===== src/design/timer_regs.svh =====
/*
  Register offsets, field positions, reset values and code points of the
  8-bit timer/counter unit. Assumes a 4-bit byte address on the plain
  register port and 8-bit register data.
*/
`ifndef TIMER_REGS_SVH
`define TIMER_REGS_SVH

// ************************************************************
// register offsets
// ************************************************************
`define OFF_CONTROL_A       4'h0
`define OFF_CONTROL_B       4'h1
`define OFF_COUNT           4'h2
`define OFF_COMPARE_A       4'h3
`define OFF_COMPARE_B       4'h4
`define OFF_FLAGS           4'h5
`define OFF_MASK            4'h6
`define OFF_FLAG_CLEAR      4'h7

// ************************************************************
// field positions
// ************************************************************
`define CTRLA_WAVE_MSB      1
`define CTRLA_WAVE_LSB      0
`define CTRLB_CS_MSB        2
`define CTRLB_CS_LSB        0
`define CTRLB_WAVE2_BIT     3

// ************************************************************
// reset values and counter extremes
// ************************************************************
`define RST_BYTE            8'h00
`define RST_FLAGS           3'h0
`define COUNT_BOTTOM        8'h00
`define COUNT_MAX           8'hff

// ************************************************************
// waveform modes
// ************************************************************
`define WAVE_NORMAL         3'h0
`define WAVE_PHASE_MAX      3'h1
`define WAVE_CTC            3'h2
`define WAVE_FAST_MAX       3'h3
`define WAVE_PHASE_CMPA     3'h5
`define WAVE_FAST_CMPA      3'h7

// ************************************************************
// clock-select codes
// ************************************************************
`define CS_STOP             3'h0
`define CS_DIV1             3'h1
`define CS_DIV_B            3'h2
`define CS_DIV_C            3'h3
`define CS_DIV_D            3'h4
`define CS_DIV_E            3'h5
`define CS_EXT_FALL         3'h6
`define CS_EXT_RISE         3'h7

`endif


===== src/design/timer_pkg.sv =====
/*
  Types shared by the timer/counter unit files.
  Assumes the constants of timer_regs.svh.
*/
package timer_pkg;

  // one register port access as seen in a clock cycle
  typedef struct packed {
    logic       wr;     // write strobe
    logic       rd;     // read strobe
    logic [3:0] addr;   // byte address
    logic [7:0] wdata;  // write data
  } bus_req_t;

  // sticky event flags, same layout in flag, mask and clear registers
  typedef struct packed {
    logic match_b;      // compare match b
    logic match_a;      // compare match a
    logic overflow;     // counter overflow
  } flags_t;

  // counting direction of the phase-correct sequences
  typedef enum logic {
    DIR_UP,
    DIR_DOWN
  } dir_t;

endpackage


===== src/design/tick_select.sv =====
/*
  Clock-select stage: prescaler, cleared while stopped, and external pin edge
  detection, producing a one-cycle timer tick. Assumes the pin is
  asynchronous to clk and much slower than it.
*/
`timescale 1ns/1ns
module tick_select
  import timer_pkg::*;
#(
  parameter int PRE_W = 10,    // prescaler width, covers the largest tap
  parameter int DIV_B = 8,     // prescaler taps
  parameter int DIV_C = 64,
  parameter int DIV_D = 256,
  parameter int DIV_E = 1024
) (
  input  wire logic       clk,
  input  wire logic       rst_n,
  input  wire logic       ce,
  input  wire logic       ext_pin,
  input  wire logic [2:0] sel,
  output logic            tick
);
`include "timer_regs.svh"

  logic [PRE_W-1:0] pre_q;     // prescaler count
  logic             sync1_q;   // pin synchroniser, first stage
  logic             sync2_q;   // pin synchroniser, second stage
  logic             prev_q;    // previous synchronised level

  // tap fires once every div cycles; taps are powers of two
  function automatic logic tap_hit(input logic [PRE_W-1:0] pre, input int div);
    logic [PRE_W-1:0] m;
    m = PRE_W'(div - 1);
    return (pre & m) == m;
  endfunction

  // ************************************************************
  // prescaler, held in reset while stopped so a start is aligned
  // ************************************************************
  always_ff @(posedge clk or negedge rst_n) begin
    if (!rst_n) begin
      pre_q <= '0;
    end else if (ce) begin
      pre_q <= (sel == `CS_STOP) ? '0 : pre_q + 1'b1;
    end
  end

  // ************************************************************
  // pin synchroniser; only the second stage feeds the edge logic
  // ************************************************************
  always_ff @(posedge clk or negedge rst_n) begin
    if (!rst_n) begin
      sync1_q <= 1'b0;
      sync2_q <= 1'b0;
      prev_q  <= 1'b0;
    end else if (ce) begin
      sync1_q <= ext_pin;
      sync2_q <= sync1_q;
      prev_q  <= sync2_q;
    end
  end

  // ************************************************************
  // source and edge choice
  // ************************************************************
  always_comb begin
    unique case (sel)
      `CS_STOP:     tick = 1'b0;
      `CS_DIV1:     tick = 1'b1;
      `CS_DIV_B:    tick = tap_hit(pre_q, DIV_B);
      `CS_DIV_C:    tick = tap_hit(pre_q, DIV_C);
      `CS_DIV_D:    tick = tap_hit(pre_q, DIV_D);
      `CS_DIV_E:    tick = tap_hit(pre_q, DIV_E);
      `CS_EXT_FALL: tick = prev_q & ~sync2_q;
      `CS_EXT_RISE: tick = sync2_q & ~prev_q;
    endcase
  end

endmodule


===== src/design/timer_unit.sv =====
/*
  Counting core of an 8-bit timer/counter: count register, two compare
  registers, clock select, waveform sequences and three flagged events.
  Assumes a register master on CORE_CLK with one-cycle strobes, and an
  interrupt controller that pulses INT_ACK when it services an event.
*/
// Functional notes
// zero is bottom, flagged while held
// all ones is maximum, flagged when reached
// top is maximum or compare a, by mode
// count and both compares are 8-bit registers
// overflow, match a, match b flagged and masked
// tick from prescaler or chosen pin edge
// three-bit clock select in control b
// select zero stops all tick activity
// count register always readable and writable
// register write beats clear or count
// each tick clears, increments or decrements
// step by one; clear zeroes all bits
// mode: two bits in a, one in b
// overflow flag set where mode defines
// compares checked continuously in every mode
// match sets flag; unmasked raises interrupt
// flag one tick late; ack or one clears
// count write blocks next tick's match
// nonzero selects choose taps or pin edges
`timescale 1ns/1ns
module timer_unit
  import timer_pkg::*;
#(
  parameter int PRE_W = 10,   // prescaler width
  parameter int DIV_B = 8,    // prescaler taps
  parameter int DIV_C = 64,
  parameter int DIV_D = 256,
  parameter int DIV_E = 1024
) (
  input  wire logic       CORE_CLK,
  input  wire logic       RSTN,
  input  wire logic       CE,
  input  wire logic [3:0] ADDR,
  input  wire logic [7:0] WDATA,
  input  wire logic       WR_STB,
  input  wire logic       RD_STB,
  output logic      [7:0] RDATA,
  input  wire logic       EXTERNAL_COUNT_PIN,
  input  wire logic [2:0] INT_ACK,
  output logic            IRQ,
  output logic            AT_BOTTOM,
  output logic            AT_MAX,
  output logic            AT_TOP
);
`include "timer_regs.svh"

  // ************************************************************
  // declarations
  // ************************************************************
  bus_req_t   req;            // current register access
  logic [1:0] ctrl_a_q;       // low waveform bits
  logic [3:0] ctrl_b_q;       // high waveform bit and clock select
  logic [7:0] count_q;        // count register
  logic [7:0] count_d;
  logic [7:0] cmp_a_q;        // compare value a
  logic [7:0] cmp_b_q;        // compare value b
  flags_t     flags_q;        // sticky event flags
  flags_t     mask_q;         // interrupt enables
  flags_t     set_ev;         // events of this cycle
  flags_t     clr_ev;         // clears of this cycle
  dir_t       dir_q;          // phase-correct direction
  dir_t       dir_d;
  logic       block_q;        // match blocked for the next tick
  logic [7:0] rdata_q;        // read data, one cycle after the strobe
  logic       bottom_q;       // registered indications
  logic       max_q;
  logic       top_q;
  logic [2:0] wave;           // waveform mode
  logic [2:0] cs;             // clock select
  logic       tick;           // timer tick from the select stage
  logic       adv;            // tick that may act on the counter
  logic       cnt_wr;         // register write to the count
  logic [7:0] top_val;        // highest value of the sequence
  logic       at_top;
  logic       eq_a;           // comparator outputs
  logic       eq_b;
  logic       ovf_ev;         // overflow event of this tick

  // address match used by every write and flag-clear decode
  function automatic logic hit(input bus_req_t r, input logic [3:0] off);
    return r.addr == off;
  endfunction

  assign req    = '{wr: WR_STB, rd: RD_STB, addr: ADDR, wdata: WDATA};
  assign wave   = {ctrl_b_q[`CTRLB_WAVE2_BIT], ctrl_a_q};
  assign cs     = ctrl_b_q[`CTRLB_CS_MSB:`CTRLB_CS_LSB];
  assign cnt_wr = CE & req.wr & hit(req, `OFF_COUNT);
  assign adv    = CE & tick;

  // top comes from compare a in ctc and in the two compare-topped pwm modes
  assign top_val = (wave == `WAVE_FAST_CMPA || wave == `WAVE_PHASE_CMPA ||
                    wave == `WAVE_CTC) ? cmp_a_q : `COUNT_MAX;
  assign at_top  = count_q == top_val;

  // comparators run whatever the mode or tick source
  assign eq_a = count_q == cmp_a_q;
  assign eq_b = count_q == cmp_b_q;

  // ************************************************************
  // clock select stage
  // ************************************************************
  tick_select #(
    .PRE_W (PRE_W),
    .DIV_B (DIV_B),
    .DIV_C (DIV_C),
    .DIV_D (DIV_D),
    .DIV_E (DIV_E)
  ) u_tick (
    .clk     (CORE_CLK),
    .rst_n   (RSTN),
    .ce      (CE),
    .ext_pin (EXTERNAL_COUNT_PIN),
    .sel     (cs),
    .tick    (tick)
  );

  // ************************************************************
  // control and compare registers
  // ************************************************************
  // plain stores; reserved bits are not kept and read back as zero
  always_ff @(posedge CORE_CLK or negedge RSTN) begin
    if (!RSTN) begin
      ctrl_a_q <= 2'h0;
      ctrl_b_q <= 4'h0;
      cmp_a_q  <= `RST_BYTE;
      cmp_b_q  <= `RST_BYTE;
      mask_q   <= `RST_FLAGS;
    end else if (CE && req.wr) begin
      if (hit(req, `OFF_CONTROL_A)) begin
        ctrl_a_q <= req.wdata[`CTRLA_WAVE_MSB:`CTRLA_WAVE_LSB];
      end
      if (hit(req, `OFF_CONTROL_B)) begin
        ctrl_b_q <= req.wdata[3:0];
      end
      if (hit(req, `OFF_COMPARE_A)) begin
        cmp_a_q <= req.wdata;
      end
      if (hit(req, `OFF_COMPARE_B)) begin
        cmp_b_q <= req.wdata;
      end
      if (hit(req, `OFF_MASK)) begin
        mask_q <= req.wdata[2:0];
      end
    end
  end

  // ************************************************************
  // next count and direction
  // ************************************************************
  always_comb begin
    count_d = count_q;
    dir_d   = dir_q;
    ovf_ev  = 1'b0;
    if (cnt_wr) begin
      count_d = req.wdata;
    end else if (adv) begin
      case (wave)
        `WAVE_CTC: begin
          // clear on top; overflow only if the count really wraps at max
          count_d = at_top ? `COUNT_BOTTOM : count_q + 8'h01;
          ovf_ev  = count_q == `COUNT_MAX;
        end
        `WAVE_FAST_MAX, `WAVE_FAST_CMPA: begin
          count_d = at_top ? `COUNT_BOTTOM : count_q + 8'h01;
          ovf_ev  = at_top;
        end
        `WAVE_PHASE_MAX, `WAVE_PHASE_CMPA: begin
          if (dir_q == DIR_UP) begin
            // a top of zero would turn at bottom; stay upward there
            if (at_top && count_q != `COUNT_BOTTOM) begin
              dir_d   = DIR_DOWN;
              count_d = count_q - 8'h01;
            end else begin
              count_d = count_q + 8'h01;
            end
          end else if (count_q == `COUNT_BOTTOM) begin
            dir_d   = DIR_UP;
            count_d = count_q + 8'h01;
            ovf_ev  = 1'b1;
          end else begin
            count_d = count_q - 8'h01;
          end
        end
        default: begin
          // normal, and the reserved codes behave like it
          count_d = count_q + 8'h01;
          ovf_ev  = count_q == `COUNT_MAX;
        end
      endcase
    end
  end

  // ************************************************************
  // counter state
  // ************************************************************
  always_ff @(posedge CORE_CLK or negedge RSTN) begin
    if (!RSTN) begin
      count_q  <= `RST_BYTE;
      dir_q    <= DIR_UP;
      bottom_q <= 1'b1;
      max_q    <= 1'b0;
      top_q    <= 1'b0;
    end else if (CE) begin
      count_q  <= count_d;
      // leaving a phase mode resets the direction to up
      dir_q    <= (wave[0] && !wave[1]) ? dir_d : DIR_UP;
      bottom_q <= count_d == `COUNT_BOTTOM;
      max_q    <= count_d == `COUNT_MAX;
      top_q    <= count_d == top_val;
    end
  end

  // ************************************************************
  // compare blocking after a count write
  // ************************************************************
  // lets software preload compare = count without a spurious match
  always_ff @(posedge CORE_CLK or negedge RSTN) begin
    if (!RSTN) begin
      block_q <= 1'b0;
    end else if (cnt_wr) begin
      block_q <= 1'b1;
    end else if (adv) begin
      block_q <= 1'b0;
    end
  end

  // ************************************************************
  // event flags
  // ************************************************************
  // the flag lands on the tick after equality because it is sampled
  // on the tick that moves the counter away from the compared value
  always_comb begin
    set_ev.overflow = ovf_ev;
    set_ev.match_a  = adv & ~cnt_wr & ~block_q & eq_a;
    set_ev.match_b  = adv & ~cnt_wr & ~block_q & eq_b;
    clr_ev          = INT_ACK;
    if (req.wr && (hit(req, `OFF_FLAGS) || hit(req, `OFF_FLAG_CLEAR))) begin
      clr_ev = clr_ev | req.wdata[2:0];
    end
  end

  // a set in the same cycle as its clear wins
  always_ff @(posedge CORE_CLK or negedge RSTN) begin
    if (!RSTN) begin
      flags_q <= `RST_FLAGS;
    end else if (CE) begin
      flags_q <= (flags_q & ~clr_ev) | set_ev;
    end
  end

  assign IRQ = |(flags_q & mask_q);

  // ************************************************************
  // read port
  // ************************************************************
  // data stand only in the cycle after the strobe; otherwise zero
  always_ff @(posedge CORE_CLK or negedge RSTN) begin
    if (!RSTN) begin
      rdata_q <= 8'h00;
    end else if (CE) begin
      rdata_q <= 8'h00;
      if (req.rd) begin
        unique case (req.addr)
          `OFF_CONTROL_A: rdata_q <= {6'h00, ctrl_a_q};
          `OFF_CONTROL_B: rdata_q <= {4'h0, ctrl_b_q};
          `OFF_COUNT:     rdata_q <= count_q;
          `OFF_COMPARE_A: rdata_q <= cmp_a_q;
          `OFF_COMPARE_B: rdata_q <= cmp_b_q;
          `OFF_FLAGS:     rdata_q <= {5'h00, flags_q};
          `OFF_MASK:      rdata_q <= {5'h00, mask_q};
          default:        rdata_q <= 8'h00;
        endcase
      end
    end
  end

  assign RDATA     = rdata_q;
  assign AT_BOTTOM = bottom_q;
  assign AT_MAX    = max_q;
  assign AT_TOP    = top_q;
endmodule


===== config.mk =====
export PLATFORM = sky130hd
export DESIGN_NAME = timer_unit
export DESIGN_NICKNAME = d
export VERILOG_FILES = /design/src/design/timer_pkg.sv /design/src/design/tick_select.sv /design/src/design/timer_unit.sv
export VERILOG_INCLUDE_DIRS = /design/src /design/src/design
export SDC_FILE = /design/constraint.sdc
export NUM_CORES = 1
export LEC_CHECK = 0
export ABC_CLOCK_PERIOD_IN_PS = 8150
export BUFFER_PORTS_ARGS = -buffer_cell sky130_fd_sc_hd__buf_4
export CAP_MARGIN = 20
export CORE_MARGIN = 2
export CORE_UTILIZATION = 40
export CTS_CLUSTER_DIAMETER = 100
export DETAILED_ROUTE_END_ITERATION = 12
export HOLD_SLACK_MARGIN = 0.05
export SLEW_MARGIN = 30
export SYNTH_ARGS = -nofsm -noshare
export SYNTH_HDL_FRONTEND = slang
export SYNTH_HIERARCHICAL = 1
export SYNTH_SLANG_ARGS = --single-unit

===== constraint.sdc =====
create_clock -name CORE_CLK -period 8.15 [get_ports CORE_CLK]
set_input_delay 1.63 -clock CORE_CLK [delete_from_list [all_inputs] [get_ports CORE_CLK]]
set_output_delay 1.63 -clock CORE_CLK [all_outputs]
set_load 0.01 [all_outputs]

* Word-level counts from Yosys, hierarchy flattened
Index checks and enable logic that the tools add are counted.
** Cells by class
- Add/subtract/negate cells :: 3
- Equal/unequal tests :: 32
- Mux-type cells :: 27
- Bitwise gates (word level) :: 18
- Reductions and logical operators :: 24
** Operator list (number)
- 8-bit 2-to-1 mux :: 8
- 8-bit case mux with 7 select lines :: 1
- 8-bit equality test :: 4
- 8-bit equality test (second input constant) :: 3
- 3-bit equality test (second input constant) :: 7
- 4-bit by 3-bit equality test with 1-bit output (second input constant) :: 4
- 8-bit zero test :: 2
- 8-bit case mux with 2 select lines :: 1
- 1-bit 2-to-1 mux :: 13
- 3-bit by 2-bit equality test with 1-bit output (second input constant) :: 4
- 10-bit by 1-bit adder with 10-bit output (second input constant) :: 1
- 10-bit equality test (second input constant) :: 1
- 10-bit 2-to-1 mux :: 1
- 2-bit AND reduction :: 5
- 1-bit bitwise AND :: 9
- 8-bit by 1-bit adder with 8-bit output (second input constant) :: 1
- 4-bit by 2-bit equality test with 1-bit output (second input constant) :: 2
- 1-bit case mux with 8 select lines :: 1
- 8-bit nonzero test :: 1
- 8-bit by 1-bit subtractor with 8-bit output (second input constant) :: 1
- 3-bit bitwise AND :: 2
- 3-bit by 1-bit equality test with 1-bit output (second input constant) :: 2
- 6-bit equality test (second input constant) :: 1
- 3-bit bitwise OR :: 2
- other kinds (16) :: 27
** Storage, ports and cells
- Register bits :: 62
- Bits of input ports :: 21
- Output and inout port bits :: 12

* Depth between registers and ports, before layout
- Depth after elaboration :: 12
- Gate-level depth with buffers :: 15
- Mapped depth without buffers :: 15

* By module
The synthesis kept the hierarchy.
** By module, submodules not included
- timer_unit :: instances 1, cells each 397, area each 3631.0 µm², sequential area each 1227.4 µm²
- tick_select :: instances 1, cells each 78, area each 795.8 µm², sequential area each 325.3 µm²

* Worst setup path after synthesis
OpenSTA, ideal clock, no wires.
- Path kind :: in2reg
- From :: input port CE
- To :: register top_q (netlist: AT_TOP)
- Data arrival time :: 3.748 ns
- Required time :: 8.054 ns
- Slack :: 4.306 ns
- Stages :: 11
- Buffers on the path :: 2
- Cells stage by stage :: clkbuf_1 and3b_1 nand3_1 clkbuf_1 nand3_1 o21ai_0 a221o_1 a221oi_2 o311a_1 nand4_1 o32ai_2
** Between the ends
- Word-level cells in the longest chain between the ends :: 4
** Ends and longest elaborated chain
- from (decl) :: line timer_unit.sv:39 : input wire logic CE,
- 1-bit bitwise AND, on equally long branches :: line timer_unit.sv:95, timer_unit.sv:94
- 8-bit 2-to-1 mux / 1-bit bitwise AND (equally long branches) :: line timer_unit.sv:163, timer_unit.sv:94
- 8-bit 2-to-1 mux :: line timer_unit.sv:161 : if (cnt_wr) begin
- 8-bit equality test :: line timer_unit.sv:216 : top_q <= count_d == top_val;
- to (signal assigned) :: line timer_unit.sv:216
- to (decl) :: line timer_unit.sv:74 : logic top_q;
Several ways; a longest one is shown, not always the timed one.
A chain may end at the register's enable or synchronous reset.

* Worst setup path after layout
Same ends and word-level chain as after synthesis.

==> results.py <==
metrics = {
    "run_status": {
        "status": "finished clean",
    },
    "floorplanning": {
        "die_width_microns": 109,
        "rows": 38,
        "start_util_pct": 40.8,
        "die_y_microns": 109,
        "die-area_sq_um": 11900,
        "ioPinCount": 33,
        "fp.coreArea_sq_um": 10800,
    },
    "grt": {
        "grt_pass1_wl_mm": 21.3,
        "grt_pass1_vias": 3746,
        "antenna_found_initial": 0,
        "track_usage_pct": 23.6,
        "grt_overflow": 0,
        "grt_max_degree": 63,
    },
    "clock_tree": {
        "cts_resized": 0,
        "post-cts-setup-buffers": 0,
        "cts_buffers": 9,
        "insertion_delay_ns": 0.36,
        "cts_tree": "yes",
        "path_clk_slew_ns": 0.08,
        "cts.sinks": 62,
        "cts_buffer_depth": 2,
        "root_buffer": "clkbuf_8",
        "cts.htree.levels": 3,
        "cts-hold-fix-buffers": 0,
    },
    "power": {
        "ir_drop_v": 0.000130,
        "pwr_density_cell_nw_per_um2": 281,
        "p_leak_nw": 2.05,
    },
    "synth": {
        "ys_seq_area_share_pct": 35.1,
        "synth.area.top_cells": "dfrtp_1 (34%), mux2_2 (6.9%), xnor2_1 (4.2%), a21oi_1 (2.8%), mux2i_1 (2.5%)",
        "yosys_most_used_dff": "dfrtp_1",
        "synth_top_area_share_pct": 34.5,
        "synth_most_common_cell": "dfrtp_1",
        "yosys-top-cells-count": "dfrtp_1 (61), nand2_1 (28), clkbuf_1 (27), mux2_2 (27), a21oi_1 (25)",
        "synth_fp_nets": 501,
        "syn_inst": 475,
        "async_reset_ff_share_pct": 100,
        "synth_cell_types": 87,
        "syn_avg_cell_area_sq_um": 9.32,
        "ys_warn_count": 6,
        "syn-cell-area_sq_um": 4430,
        "ys_ff_latch": 62,
        "synth_top_area_cell": "dfrtp_1",
        "synth_edf_count": 0,
    },
    "routing": {
        "antenna_left": 0,
        "drt_iter0_drc": 418,
        "via_per_inst": 6.36,
        "drt-total-wl_mm": 13.6,
        "wl_per_cell_microns": 21.6,
        "drt_first_pass_iters": 5,
        "vias": 4002,
        "drc_errors": 0,
    },
    "place": {
        "io_buffers": 32,
        "dp_hpwl_mm": 9.75,
        "place_inst": 613,
        "post_dp_cell_area_sq_um": 4690,
        "gp_congestion": 0.939,
    },
    "setup_path": {
        "cp_cell_sequence": "buf_4, and3b_1, nand3_1, o21ai_0, nor3_1, mux2_2, a31oi_1, nand4_1, o32ai_2",
        "critical_path_class": "in2reg",
        "cp_max_fo": 27,
        "required_ns": 8.41,
        "crit_buf_inv": 1,
        "end_kind": "register",
        "slowest_stage": "o21ai_0",
        "worst_setup_path_start_kind": "input port",
        "cp_top_family": "compound AO/OA/AOI/OAI gates",
        "slowest_delay_ns": 0.72,
        "critical_path_arrival_ns": 4.31,
    },
    "layout": {
        "finalInstanceArea_sq_um": 4920,
        "regArea_sq_um": 1550,
        "final_util_pct": 45.4,
        "diodes": 0,
        "num-fill-cells": 1056,
        "syn_to_final_growth_pct": 11.2,
        "stdcell_count": 629,
        "layout.nets": 510,
        "multi_input_area_sq_um": 2640,
        "drive_gt1_share_pct": 21.7,
    },
    "timing": {
        "maxSlewViolCount": 0,
        "rsz0062_at_grt": "false",
        "fin_skew_ns": 0.0113,
        "max_freq_mhz": 247,
        "post-route-min-period_ns": 4.05,
        "tightestPinTransition_ns": 0.813,
        "fin_setup_tns_ns": 0,
        "fin_crit_sh_pct": 49.7,
        "setup_viol_count_final": 0,
        "hold_viol_final": 0,
        "slew_headroom_pct": 45.8,
    },
    "hold_path": {
        "hold_class": "reg2reg",
    },
    "flow_run": {
        "drv_cap": 0,
    },
}
## routing by layer
metal	track usage, %	vias to the layer above	wire, microns
met3	5.62	30	990
met5	0	-	0
met4	7.50	0	367
met2	36.0	183	6130
met1	33.2	1980	6070
li1	-	1809	-
## stage by stage
step / hold slack (ns) / setup WS [ns] / power (mW)
after floorplan: 0.452 / 4.31 / 0.888
after global placement: 0.470 / 3.84 / 1.04
after detailed placement: 0.475 / 3.72 / 1.04
after CTS: 0.497 / 4.09 / 1.37
after global routing: 0.514 / 3.87 / 1.46
final: 0.497 / 4.10 / 1.38
## where the power goes
group	switching [mW]	internal, mW	total, mW
registers	0.147	0.362	0.508
logic	0.310	0.237	0.548
clock network	0.144	0.182	0.326
total	0.601	0.781	1.38
## path summary, 6_finish.rpt
kind,startpoint,endpoint,slack [ns],depth (start not counted)
max in group asynchronous,RSTN,mask_q[0]$_DFFE_PN0P_,6.25,1
worst max-delay path,CE,AT_TOP$_DFFE_PN0P_,4.10,9
worst min register to register,RDATA[0]$_DFFE_PN0P_,RDATA[0]$_DFFE_PN0P_,0.50,1
worst min-delay path,RDATA[0]$_DFFE_PN0P_,RDATA[0]$_DFFE_PN0P_,0.50,1
worst max register to register,u_tick/pre_q[0]$_DFFE_PN0P_,AT_BOTTOM$_DFFE_PN1P_,4.61,14
min in group asynchronous,RSTN,count_q[2]$_DFFE_PN0P_,1.36,1
## cell families (layout without fill, tap and decap cells)
group	Yosys count	after routing	share of synthesized area (%)
AOI/OAI and AO/OA	133	133	22.8
xor gates and xnor gates	24	24	4.92
and+or+nand+nor	153	153	19.8
adders and majority gates	5	5	1.41
muxes	41	41	10.6
DFF	62	62	35.1
buffers and inverters	57	71	5.34
## worst register-to-register path: stages (launching register included)
cell and delay (ns):
dfrtp_1 0.41, ha_1 0.25, ha_1 0.21, a21oi_1 0.07
o32a_1 0.18, o221ai_1 0.23, nand2_1 0.34, nor4_1 0.45
xnor2_1 0.11, a22oi_1 0.22, a2bb2oi_2 0.27, inv_2 0.07
or3_1 0.31, nor4_1 0.26, a21o_1 0.12
## final cells by class
| class | instances | share of cell area, % |
|---|---|---|
| Tap cell | 140 | 3.56 |
| Clock inverter | 6 | 1.88 |
| Inverter | 23 | 1.75 |
| Timing Repair Buffer | 32 | 4.88 |
| Sequential cell | 62 | 31.5 |
| Clock buffer | 10 | 2.80 |
| Multi-Input combinational cell | 356 | 53.6 |
## sequential cells by signal, indices dropped and copies added (netlist names), 2 cells and up
register / cells
cmp_a_q: 8
RDATA: 8
count_q: 8
ctrl_a_q: 2
u_tick/pre_q: 10
mask_q: 3
ctrl_b_q: 4
cmp_b_q: 8
flags_q: 3
## layout by cell type (no fill, tap or decap), types with 4 or more instances in the layout
cell type / n
a21oi_1: 25
a22oi_1: 7
a31oi_1: 6
and3_1: 9
buf_4: 32
clkbuf_8: 10
dfrtp_1: 61
ha_1: 5
inv_1: 21
mux2_2: 27
mux2i_1: 11
nand2_1: 28
nand2b_1: 8
nand3_1: 19
nand4_1: 11
nor2_1: 22
nor3_1: 12
o211ai_1: 5
o21ai_0: 20
o21ai_1: 4
o22ai_1: 5
o2bb2ai_1: 11
or3_1: 6
xnor2_1: 21
Power figures use the tool's default switching activity.
